--- src/hw/sfr_consts.svh ---
// constants of the supply fault response block
`ifndef SFR_CONSTS_SVH
`define SFR_CONSTS_SVH

// ----------------------------------------
// clock and delay times
// ----------------------------------------
`define SFR_CLK_NS        100
`define SFR_RD_LONG_US    10000
`define SFR_RD_SHORT_US   2000
`define SFR_RD_LONG_CYC   ((`SFR_RD_LONG_US * 1000) / `SFR_CLK_NS)
`define SFR_RD_SHORT_CYC  ((`SFR_RD_SHORT_US * 1000) / `SFR_CLK_NS)
`define SFR_CNT_W         17
`define SFR_INIT_CYC      2'h3

// ----------------------------------------
// reset values and level meanings
// ----------------------------------------
`define SFR_OV_EN_RST     1'h0
`define SFR_FAIL_FUNC_RST 1'h1
`define SFR_SEL_RESTART   1'h1
`define SFR_CNT_FIRST     1'h1

// ----------------------------------------
// positions in the synchronised pin vector
// ----------------------------------------
`define SFR_PIN_OV        0
`define SFR_PIN_WAKE      1
`define SFR_PIN_SEL       2
`define SFR_PIN_CNT       3
`define SFR_PIN_N         4

`endif

--- src/hw/sfr_pkg.sv ---
// types of the supply fault response block
`default_nettype none

package sfr_pkg;
    typedef enum logic [3:0] {
        SFR_INIT     = 4'h1,
        SFR_NORMAL   = 4'h2,
        SFR_RESTART  = 4'h4,
        SFR_FAILSAFE = 4'h8
    } sfr_mode_t;
endpackage

`default_nettype wire

--- src/hw/sfr_delay_if.sv ---
// restart delay request and completion between controller and timer
`default_nettype none

interface sfr_delay_if;
    logic start;
    logic short_sel;
    logic done;
    modport ctrl  (output start, output short_sel, input done);
    modport timer (input start, input short_sel, output done);
endinterface

`default_nettype wire

--- src/hw/sfr_restart_timer.sv ---
// restart mode delay counter, long or short delay
`include "sfr_consts.svh"
`default_nettype none

module sfr_restart_timer #(
    parameter int LONG_CYC  = `SFR_RD_LONG_CYC,
    parameter int SHORT_CYC = `SFR_RD_SHORT_CYC,
    parameter int CNT_W     = `SFR_CNT_W
) (
    input  wire logic  sys_clk_in,
    input  wire logic  rst_in,
    sfr_delay_if.timer dly
);
    import sfr_pkg::*;

    logic             busy_reg;
    logic [CNT_W-1:0] cnt_reg;
    logic [CNT_W-1:0] elapsed_reg;
    logic             sel_reg;

    if (LONG_CYC < 1 || SHORT_CYC < 1 || LONG_CYC >= (2 ** CNT_W)
        || SHORT_CYC >= (2 ** CNT_W)) begin : g_bad_delay
        $error("restart delay does not fit the counter");
    end

    assign dly.done = busy_reg && (cnt_reg == '0);

    // ----------------------------------------
    // countdown, restart lasts exactly the chosen count
    // ----------------------------------------
    always_ff @(posedge sys_clk_in or posedge rst_in) begin
        if (rst_in) begin
            busy_reg <= 1'h0;
            cnt_reg  <= '0;
            sel_reg  <= 1'h0;
        end else if (dly.start) begin
            busy_reg <= 1'h1;
            sel_reg  <= dly.short_sel;
            cnt_reg  <= dly.short_sel ? CNT_W'(SHORT_CYC - 1) : CNT_W'(LONG_CYC - 1);
        end else if (busy_reg) begin
            if (cnt_reg == '0) begin
                busy_reg <= 1'h0;
            end else begin
                cnt_reg <= cnt_reg - CNT_W'(1);
            end
        end
    end

    always_ff @(posedge sys_clk_in or posedge rst_in) begin
        if (rst_in) begin
            elapsed_reg <= '0;
        end else if (dly.start) begin
            elapsed_reg <= '0;
        end else if (busy_reg) begin
            elapsed_reg <= elapsed_reg + CNT_W'(1);
        end
    end
endmodule

`default_nettype wire

--- src/hw/sfr_top.sv ---
// supervisor reacting to watchdog failure and main supply overvoltage
// Functional notes
// - watchdog failure enters restart or fail-safe after first or second consecutive failure
// - fail output activates together with watchdog-failure mode entry when configured as fail
// - select pin 1 restart, 0 fail-safe; count pin 1 first, 0 second failure
// - multipurpose pin defaults to open-drain active-low fail output
// - overvoltage reaction enable clears on power-on reset, soft reset, restart
// - enable 0: overvoltage only sets status flag, no mode change
// - enable 1: overvoltage sets flag and triggers configured mode change
// - enable 1, latched select 1: overvoltage enters restart, fail output active
// - enable 1, latched select 0: overvoltage enters fail-safe, fail output active
// - fail-safe mode left only on a wake event
// - entering restart clears the overvoltage reaction enable
// - restart mode ends after long reset delay, typically 10 ms
// - optional short restart delay, typically 2 ms
// - after restart stay in normal mode though overvoltage persists
// - overvoltage flag stays set until microcontroller clears it
// - renewed restart on overvoltage only after enable is set again
`include "sfr_consts.svh"
`default_nettype none

module sfr_top #(
    parameter int RD_LONG_CYC  = `SFR_RD_LONG_CYC,
    parameter int RD_SHORT_CYC = `SFR_RD_SHORT_CYC
) (
    input  wire logic          sys_clk_in,
    input  wire logic          rst_in,
    input  wire logic          wd_fail_in,
    input  wire logic          wd_ok_in,
    input  wire logic          overvoltage_in,
    input  wire logic          wake_in,
    input  wire logic          reaction_select_pin_level_in,
    input  wire logic          fail_count_pin_level_in,
    input  wire logic          soft_reset_in,
    input  wire logic          ov_enable_wr_in,
    input  wire logic          ov_enable_wdata_in,
    input  wire logic          ov_flag_clr_in,
    input  wire logic          fail_clr_in,
    input  wire logic          pin_cfg_wr_in,
    input  wire logic          pin_cfg_fail_in,
    input  wire logic          short_delay_sel_in,
    input  wire logic          fail_multipurpose_pin_in,
    output logic               fail_multipurpose_pin_out,
    output logic               fail_multipurpose_pin_oe_out,
    output logic               reset_out_low_out,
    output logic               overvoltage_reaction_enable_out,
    output logic               main_supply_overvoltage_flag_out,
    output logic               latched_mode_select_level_out,
    output logic               fail_count_first_out,
    output logic               pin_is_fail_out,
    output sfr_pkg::sfr_mode_t mode_out
);
    import sfr_pkg::*;

    logic [`SFR_PIN_N-1:0] sync1_reg;
    logic [`SFR_PIN_N-1:0] sync2_reg;
    logic [1:0]            init_cnt_reg;
    sfr_mode_t             state_reg;
    sfr_mode_t             state_next;
    logic                  sel_reg;
    logic                  cnt_first_reg;
    logic                  wd_seen_reg;
    logic                  ov_en_reg;
    logic                  ov_flag_reg;
    logic                  fail_active_reg;
    logic                  pin_fail_reg;
    logic                  rst_low_reg;
    logic                  pin_unused;
    logic                  ov_s;
    logic                  wake_s;
    logic                  in_normal;
    logic                  wd_trip;
    logic                  ov_trip;
    logic                  trip;
    logic                  go_restart;
    logic                  go_failsafe;

    sfr_delay_if dly ();

    sfr_restart_timer #(
        .LONG_CYC  (RD_LONG_CYC),
        .SHORT_CYC (RD_SHORT_CYC),
        .CNT_W     (`SFR_CNT_W)
    ) u_timer (
        .sys_clk_in (sys_clk_in),
        .rst_in     (rst_in),
        .dly        (dly)
    );

    // ----------------------------------------
    // pin synchronisers
    // ----------------------------------------
    always_ff @(posedge sys_clk_in or posedge rst_in) begin
        if (rst_in) begin
            sync1_reg <= '0;
            sync2_reg <= '0;
        end else begin
            sync1_reg <= {fail_count_pin_level_in, reaction_select_pin_level_in,
                          wake_in, overvoltage_in};
            sync2_reg <= sync1_reg;
        end
    end

    assign ov_s       = sync2_reg[`SFR_PIN_OV];
    assign wake_s     = sync2_reg[`SFR_PIN_WAKE];
    assign pin_unused = fail_multipurpose_pin_in;

    // ----------------------------------------
    // event decode
    // ----------------------------------------
    assign in_normal   = (state_reg == SFR_NORMAL);
    assign wd_trip     = in_normal && wd_fail_in && (cnt_first_reg || wd_seen_reg);
    assign ov_trip     = in_normal && ov_s && ov_en_reg;
    assign trip        = wd_trip || ov_trip;
    assign go_restart  = (trip && sel_reg)
                         || ((state_reg == SFR_FAILSAFE) && wake_s);
    assign go_failsafe = trip && !sel_reg;

    assign dly.start     = go_restart;
    assign dly.short_sel = short_delay_sel_in;

    // ----------------------------------------
    // mode sequencing
    // ----------------------------------------
    always_comb begin
        state_next = state_reg;
        case (state_reg)
            SFR_INIT: begin
                if (init_cnt_reg == `SFR_INIT_CYC) begin
                    state_next = SFR_NORMAL;
                end
            end
            SFR_NORMAL: begin
                if (go_restart) begin
                    state_next = SFR_RESTART;
                end else if (go_failsafe) begin
                    state_next = SFR_FAILSAFE;
                end
            end
            SFR_RESTART: begin
                if (dly.done) begin
                    state_next = SFR_NORMAL;
                end
            end
            SFR_FAILSAFE: begin
                if (go_restart) begin
                    state_next = SFR_RESTART;
                end
            end
            default: begin
                state_next = SFR_INIT;
            end
        endcase
    end

    always_ff @(posedge sys_clk_in or posedge rst_in) begin
        if (rst_in) begin
            state_reg <= SFR_INIT;
        end else begin
            state_reg <= state_next;
        end
    end

    // ----------------------------------------
    // configuration capture after reset release
    // ----------------------------------------
    always_ff @(posedge sys_clk_in or posedge rst_in) begin
        if (rst_in) begin
            init_cnt_reg <= 2'h0;
        end else if (state_reg == SFR_INIT && init_cnt_reg != `SFR_INIT_CYC) begin
            init_cnt_reg <= init_cnt_reg + 2'h1;
        end
    end

    always_ff @(posedge sys_clk_in or posedge rst_in) begin
        if (rst_in) begin
            sel_reg       <= 1'h0;
            cnt_first_reg <= 1'h0;
        end else if (state_reg == SFR_INIT && init_cnt_reg == `SFR_INIT_CYC) begin
            sel_reg       <= (sync2_reg[`SFR_PIN_SEL] == `SFR_SEL_RESTART);
            cnt_first_reg <= (sync2_reg[`SFR_PIN_CNT] == `SFR_CNT_FIRST);
        end
    end

    // ----------------------------------------
    // consecutive watchdog failure memory
    // ----------------------------------------
    always_ff @(posedge sys_clk_in or posedge rst_in) begin
        if (rst_in) begin
            wd_seen_reg <= 1'h0;
        end else if (!in_normal || wd_trip) begin
            wd_seen_reg <= 1'h0;
        end else if (wd_fail_in) begin
            wd_seen_reg <= 1'h1;
        end else if (wd_ok_in) begin
            wd_seen_reg <= 1'h0;
        end
    end

    // ----------------------------------------
    // overvoltage reaction enable and status flag
    // ----------------------------------------
    always_ff @(posedge sys_clk_in or posedge rst_in) begin
        if (rst_in) begin
            ov_en_reg <= `SFR_OV_EN_RST;
        end else if (soft_reset_in || go_restart) begin
            ov_en_reg <= `SFR_OV_EN_RST;
        end else if (ov_enable_wr_in) begin
            ov_en_reg <= ov_enable_wdata_in;
        end
    end

    always_ff @(posedge sys_clk_in or posedge rst_in) begin
        if (rst_in) begin
            ov_flag_reg <= 1'h0;
        end else if (ov_s) begin
            ov_flag_reg <= 1'h1;
        end else if (ov_flag_clr_in) begin
            ov_flag_reg <= 1'h0;
        end
    end

    // ----------------------------------------
    // fail output pin, open drain active low
    // ----------------------------------------
    always_ff @(posedge sys_clk_in or posedge rst_in) begin
        if (rst_in) begin
            pin_fail_reg <= `SFR_FAIL_FUNC_RST;
        end else if (pin_cfg_wr_in) begin
            pin_fail_reg <= pin_cfg_fail_in;
        end
    end

    always_ff @(posedge sys_clk_in or posedge rst_in) begin
        if (rst_in) begin
            fail_active_reg <= 1'h0;
        end else if (trip && pin_fail_reg) begin
            fail_active_reg <= 1'h1;
        end else if (fail_clr_in || !pin_fail_reg) begin
            fail_active_reg <= 1'h0;
        end
    end

    assign fail_multipurpose_pin_out    = 1'h0;
    assign fail_multipurpose_pin_oe_out = fail_active_reg;

    // ----------------------------------------
    // reset output toward the controller
    // ----------------------------------------
    always_ff @(posedge sys_clk_in or posedge rst_in) begin
        if (rst_in) begin
            rst_low_reg <= 1'h0;
        end else begin
            rst_low_reg <= (state_next == SFR_NORMAL);
        end
    end

    assign reset_out_low_out                = rst_low_reg;
    assign overvoltage_reaction_enable_out  = ov_en_reg;
    assign main_supply_overvoltage_flag_out = ov_flag_reg;
    assign latched_mode_select_level_out    = sel_reg;
    assign fail_count_first_out             = cnt_first_reg;
    assign pin_is_fail_out                  = pin_fail_reg;
    assign mode_out                         = state_reg;
endmodule

`default_nettype wire

--- config.mk ---
export PLATFORM = sky130hd
export DESIGN_NAME = sfr_top
export DESIGN_NICKNAME = d
export VERILOG_FILES = /design/src/hw/sfr_pkg.sv /design/src/hw/sfr_delay_if.sv /design/src/hw/sfr_restart_timer.sv /design/src/hw/sfr_top.sv
export VERILOG_INCLUDE_DIRS = /design/src /design/src/hw
export SDC_FILE = /design/constraint.sdc
export NUM_CORES = 1
export LEC_CHECK = 0
export ABC_AREA = 0
export BUFFER_PORTS_ARGS = -buffer_cell sky130_fd_sc_hd__buf_2
export CAP_MARGIN = 30
export CORE_MARGIN = 8
export CORE_UTILIZATION = 63
export CTS_BUF_LIST = sky130_fd_sc_hd__clkbuf_8
export CTS_CLUSTER_SIZE = 20
export DETAILED_ROUTE_END_ITERATION = 10
export PLACE_DENSITY = 0.87
export SYNTH_ARGS = -nofsm -noshare
export SYNTH_HDL_FRONTEND = slang
export SYNTH_SLANG_ARGS = --single-unit
export TNS_END_PERCENT = 1
--- constraint.sdc ---
create_clock -name sys_clk_in -period 7.2 [get_ports sys_clk_in]
set_clock_uncertainty 0.1 [all_clocks]
set_input_delay 0.36 -clock sys_clk_in [delete_from_list [all_inputs] [get_ports sys_clk_in]]
set_output_delay 0.36 -clock sys_clk_in [all_outputs]
set_load 0.005 [all_outputs]
==> flow_summary.ini, run 1 <==
[run_status]
status = complete, no violations

[sta]
rsz0062_at_grt = no
slew_headroom_pct = 42.4
timing.fmax_ghz = 0.426
tns_ns = 0
finalHoldViolations = 0
fin_crit_sh_pct = 32.6
finalCriticalPeriod_ns = 2.35
slew_viol_final = 0
setup_viol = 0
worst_slew_pin_slew_ns = 0.858

[yosys]
synth-simple-area-share_pct = 26.2
yosysMostFrequentCell = dfrtp_1
synth.distinct_cells = 45
synth_top_area_cell = dfrtp_1
netlist_top_cells_count = 38 x dfrtp_1, 11 x nand3_1, 10 x nor2_1
yosysSeqAreaShare_pct = 51.0
ys.warnings.count = 0
synth_edf_count = 0
synthMuxAreaShare_pct = 3.81
synth-compound-area-share_pct = 13.0
synth_top_area_share_pct = 48.3
syn_nets = 210
synth_area_um2 = 1970
synthXorXnorAreaFrac_pct = 0.889
syn-instance-count = 190
async_flop_share_pct = 100
synth_top_family_by_area = simple AND/OR/NAND/NOR gates
synthAdderAreaFrac_pct = 1.91
ys.flop_type = dfrtp_1
syn_area_per_cell_um2 = 10.4
ys_seq_elements = 40
synthTopCellsByArea = dfrtp_1 48%, nand3_1 2.8%, dfstp_2 2.7%

[critical_path]
cp_slowest_cell = or4b_2
cp-start-kind = register
cp.required_ns = 7.25
critPathMaxFanout = 21
max_stage_delay_ns = 0.66
worst-setup-path-type = reg2reg
endpoint_kind = register
r2r_cells = 7
crit_chain = inv_1, ha_1, or4b_2, nor4_2, buf_4, nor4_1, nand3b_1
critPathArrivalTime_ns = 2.40

[place]
io_buffers = 26
finalWeightedCongestion = 0.842
dp_hpwl_um = 2870
dpl_cell_area_um2 = 2120

[clock_network]
cts_buffers = 5
ctsHoldBuffers = 0
cts-htree-levels = 2
cts_resized = 0
cts_tree = done
clock_path_buffers = 2
insertion_delay_ns = 0.30
clockRootBuffer = clkbuf_8
path_clk_slew_ns = 0.08
clkSinkCount = 40
postCtsSetupBuffers = 0

[hold_path]
hold_class = in2async

[finish]
largest_register_ff_count = 17
fin_area_um2 = 2240
syn_to_final_growth_pct = 13.9
finish.utilization_pct = 74.7
num_antenna_cells = 0
final_layout_size_suffix_gt1_share_pct = 22.2
nNetsFinal = 240

[routing]
num_vias = 1622
drc = 0
wirelength_um = 4080
wl_per_cell_um = 16.0
drtPass1Iterations = 4
ant_nets = 0
initialDrtViolationCount = 109
viasPerCell = 6.39

[pwr]
ir_drop_mv = 0.210
p_leak_nw = 0.947
power_density_nw_per_um2 = 360

[global_routing]
antenna_found_initial = 0
grt_pass1_wl_um = 7140
grt_usage_pct = 17.4
gr-total-overflow = 0
grt_max_degree = 41
grt_pass1_vias = 1650

[floorplanning]
start_util_pct = 65.6
num_rows = 20
die_w_um = 71.9
io_pins = 29
core_um2 = 3000
dieArea_um2 = 5170
die_h_um = 71.9

[flow_run]
max_cap_viol_count = 0
[worst max-delay path, delay by kind of cell (launching register included)]
kind / cells / cell delay, ns
adders and majority gates: 1 / 0.18
buffers and inverters: 2 / 0.35
DFF: 1 / 0.42
and+or+nand+nor: 4 / 1.15
[kinds of logic (layout without fill, tap and decap cells)]
| family | after synthesis | after routing |
|---|---|---|
| flops | 40 | 40 |
| mux | 7 | 7 |
| buf+inv | 13 | 44 |
| simple gates | 84 | 84 |
| other cells | 1 | 1 |
| compound gates | 40 | 40 |
| fa+ha+maj | 3 | 3 |
| xor+xnor | 2 | 2 |
[stage by stage]
step	setup slack [ns]	power [mW]	std cells	hold WS (ns)
3_3_place_gp	4.84	0.598	245	0.233
2_1_floorplan	4.88	0.536	190	0.231
5_1_grt	4.65	0.866	254	0.0429
6_report	4.85	0.807	254	0.0555
3_5_place_dp	4.71	0.617	245	0.240
4_1_cts	4.73	0.808	253	0.0497
[metal layers]
metal / vias up / part of all wire [%] / track usage [%]
met3: 11 / 5.6 / 5.23
met4: 0 / 1.9 / 7.94
met2: 45 / 49 / 28.8
li1: 776 / - / -
met1: 790 / 43 / 20.2
met5: - / 0 / 0
[path summary, 6_finish.rpt]
path | from | to | slack [ns]
max reg2reg | u_timer.cnt_reg[0] | u_timer.cnt_reg[2] | 4.85
max | u_timer.cnt_reg[0] | u_timer.cnt_reg[2] | 4.85
min | rst_in | sync1_reg[3] | 0.06
max in group asynchronous | rst_in | mode_out[0] | 6.58
min reg2reg | sync1_reg[1] | sync2_reg[1] | 0.26
min in group sys_clk_in | overvoltage_in | sync1_reg[0] | 0.06
[layout make-up]
class | count | area [µm²]
flip-flops and latches | 40 | 1000
multi-input cells | 137 | 907
fillers | 200 | 759
repair buffers | 29 | 150
clock buffers | 5 | 68.8
clock inverters | 3 | 46.3
well taps | 33 | 41.3
inverters | 7 | 26.3
[power by group]
group          leakage (nW)  switching, mW  internal (mW)
Combinational         0.423          0.130          0.118
Clock                0.0548         0.0847          0.104
Sequential            0.469         0.0781          0.292
Total                 0.947          0.293          0.514
[placed cells by master, fill, tap and decap left out, drive strengths merged, types with 4 or more instances in the layout]
cell    instances
a21oi           9
clkbuf          6
dfrtp          38
buf            28
o21ai           9
nor4            6
mux2            4
nand2           6
nand3          11
a31oi           5
o31ai           7
or3             7
nor3            7
or4             8
nor2           10
nor2b           6
inv             8
Note: power is estimated with default switching activity, not from simulation.
==> run 2, diff against run 1 <==
--- a/config.mk
+++ b/config.mk
@@ -10,11 +10,11 @@
 export BUFFER_PORTS_ARGS = -buffer_cell sky130_fd_sc_hd__buf_2
 export CAP_MARGIN = 30
 export CORE_MARGIN = 8
-export CORE_UTILIZATION = 63
+export CORE_UTILIZATION = 53
 export CTS_BUF_LIST = sky130_fd_sc_hd__clkbuf_8
 export CTS_CLUSTER_SIZE = 20
 export DETAILED_ROUTE_END_ITERATION = 10
-export PLACE_DENSITY = 0.87
+export PLACE_DENSITY = 0.78
 export SYNTH_ARGS = -nofsm -noshare
 export SYNTH_HDL_FRONTEND = slang
 export SYNTH_SLANG_ARGS = --single-unit
==> constraint.sdc (replaced) <==
create_clock -name sys_clk_in -period 1.9 [get_ports sys_clk_in]
set_clock_uncertainty 0.1 [all_clocks]
set_input_delay 0.095 -clock sys_clk_in [delete_from_list [all_inputs] [get_ports sys_clk_in]]
set_output_delay 0.095 -clock sys_clk_in [all_outputs]
set_load 0.005 [all_outputs]
==> run 2 against run 1 <==
  * The flow now finishes with violations (negative setup slack)
  * Non-clock buffer count rose by 46
  * Utilization rose by 0.31 points
  * Fmax rose by 12%
  * Critical path depth fell by 1
  * Final cell count rose by 24%
  * Global-route usage rose by 1.2 points
  * Die area rose by 15%
  * Total power rose to 4.4 times the previous value
  * Sequential power rose to 3.7 times the previous value
  * Wire length rose by 33%
  * Worst setup slack got worse by 5.1 ns
  * Cell area rose by 21%
==> flow_summary.ini, run 2 (synthesized netlist as in run 1, its figures left out) <==
[sta]
finalWorstSetupSlack_ns = -0.204
timing.fmax_ghz = 0.475
tns_ns = -1.82
slew_viol_final = 0
fin_crit_sh_pct = 111
timing.hold.ws_ns = 0.0351
setup_viol = 15
rsz0062_at_grt = yes
finalCriticalPeriod_ns = 2.10
finalHoldViolations = 0

[finish]
largest_register_ff_count = 17
num_antenna_cells = 0
fin_area_um2 = 2710
nNetsFinal = 286
final_layout_size_suffix_gt1_share_pct = 37.1
final_cell_mix = 38 x dfrtp_1, 37 x buf_4, 27 x buf_2
finish.utilization_pct = 75.0
syn_to_final_growth_pct = 37.4
final_common_cell = dfrtp_1

[critical_path]
rr_endpoint = u_timer.cnt_reg[9]
crit_chain = or4_4, buf_6, nor4_4, buf_4, nor3_1, mux2i_1
cp-start-kind = register
r2r_cells = 6
cp.required_ns = 1.95
cp_slowest_cell = or4_4
endpoint_kind = register
cp_top_family = simple AND/OR/NAND/NOR gates
critPathArrivalTime_ns = 2.16
worst-path-buf-inv = 2
critPathMaxFanout = 6
worst-setup-path-type = reg2reg
max_stage_delay_ns = 0.54
reg2reg_slack_ns = -0.20
reg2reg_from = u_timer.cnt_reg[11]

[routing]
viasPerCell = 5.92
wirelength_um = 5430
drtPass1Iterations = 5
num_vias = 1865
drc = 0
ant_nets = 0
initialDrtViolationCount = 111
wl_per_cell_um = 17.2

[global_routing]
grt_usage_pct = 18.6
grt_max_degree = 41
gr-total-overflow = 0
grt_pass1_wl_um = 9010
antenna_found_initial = 0
grt_pass1_vias = 1932

[clock_network]
clkSinkCount = 40
clock_path_buffers = 2
cts_tree = done
insertion_delay_ns = 0.29
path_clk_slew_ns = 0.07
clockRootBuffer = clkbuf_8
cts-htree-levels = 2
cts_buffers = 5

[place]
io_buffers = 26
dp_hpwl_um = 3420
finalWeightedCongestion = 0.884
dpl_cell_area_um2 = 2420

[run_status]
status = finished with violations
violations = negative setup slack

[pwr]
p_leak_nw = 1.20
ir_drop_mv = 0.920
p_total_mw = 3.51
power_density_nw_per_um2 = 1300

[flow_run]
max_cap_viol_count = 0

[floorplanning]
start_util_pct = 54.6
die_h_um = 77.0
core_um2 = 3610
die_w_um = 77.0
io_pins = 29
dieArea_um2 = 5920
num_rows = 22

[hold_path]
hold_class = in2reg
min_to = wd_seen_reg
hold_depth = 4
min_from = wd_ok_in
[run 2: final cells by class]
class / count / area [µm²]
clock inverters: 2 / 7.51
inverters: 7 / 26.3
multi-input cells: 137 / 1000
well taps: 48 / 60.1
flip-flops and latches: 40 / 1000
repair buffers: 75 / 526
clock buffers: 6 / 82.6
fillers: 236 / 901
[run 2: where the power goes]
part / total [mW] / switching [mW] / internal [mW]
clock: 0.565 / 0.280 / 0.285
sequential: 1.36 / 0.250 / 1.11
combinational: 1.59 / 0.766 / 0.819
total: 3.51 / 1.30 / 2.22
[run 2: layer usage]
metal | track usage (%) | up-vias | share of wire [%]
li1 | - | 872 | -
met1 | 22.8 | 902 | 42
met2 | 28.5 | 65 | 48
met3 | 5.71 | 26 | 5.9
met4 | 9.81 | 0 | 3.6
met5 | 0 | - | 0
[run 2: worst max path at each step]
| stage | from | endpoint | slack [ns] | cells after the start |
|---|---|---|---|---|
| 2_1_floorplan | u_timer.cnt_reg[11] | u_timer.cnt_reg[16] | -0.24 | 5 |
| 3_3_place_gp | u_timer.cnt_reg[13] | u_timer.cnt_reg[16] | -0.13 | 4 |
| 3_5_place_dp | u_timer.cnt_reg[13] | u_timer.cnt_reg[16] | -0.19 | 4 |
| 4_1_cts | u_timer.cnt_reg[13] | u_timer.cnt_reg[2] | -0.14 | 6 |
| 5_1_grt | u_timer.cnt_reg[13] | u_timer.cnt_reg[9] | -0.26 | 6 |
| 6_report | u_timer.cnt_reg[11] | u_timer.cnt_reg[9] | -0.20 | 6 |
[run 2: what timing repair did]
action                                  in CTS  in global routing
pin swaps                                    6                  4
setup buffers                                1                  0
gates cloned                                 1                  0
resized for setup                            7                 17
hold buffers                                 9                  0
endpoints found under the setup margin      20                 22
endpoints found under the hold margin       45                  0
[run 2: per-stage QoR]
step | worst slack, ns | instances
finish | -0.204 | 315
global route | -0.258 | 315
CTS | -0.140 | 315
detailed placement | -0.191 | 296
global placement | -0.127 | 296
floorplan | -0.244 | 190
[run 2: worst register-to-register path: cells and delay by family (launching register included)]
| family | cells | cell delay, ns |
|---|---|---|
| simple gates | 3 | 0.98 |
| buf+inv | 2 | 0.35 |
| mux | 1 | 0.16 |
| flops | 1 | 0.38 |
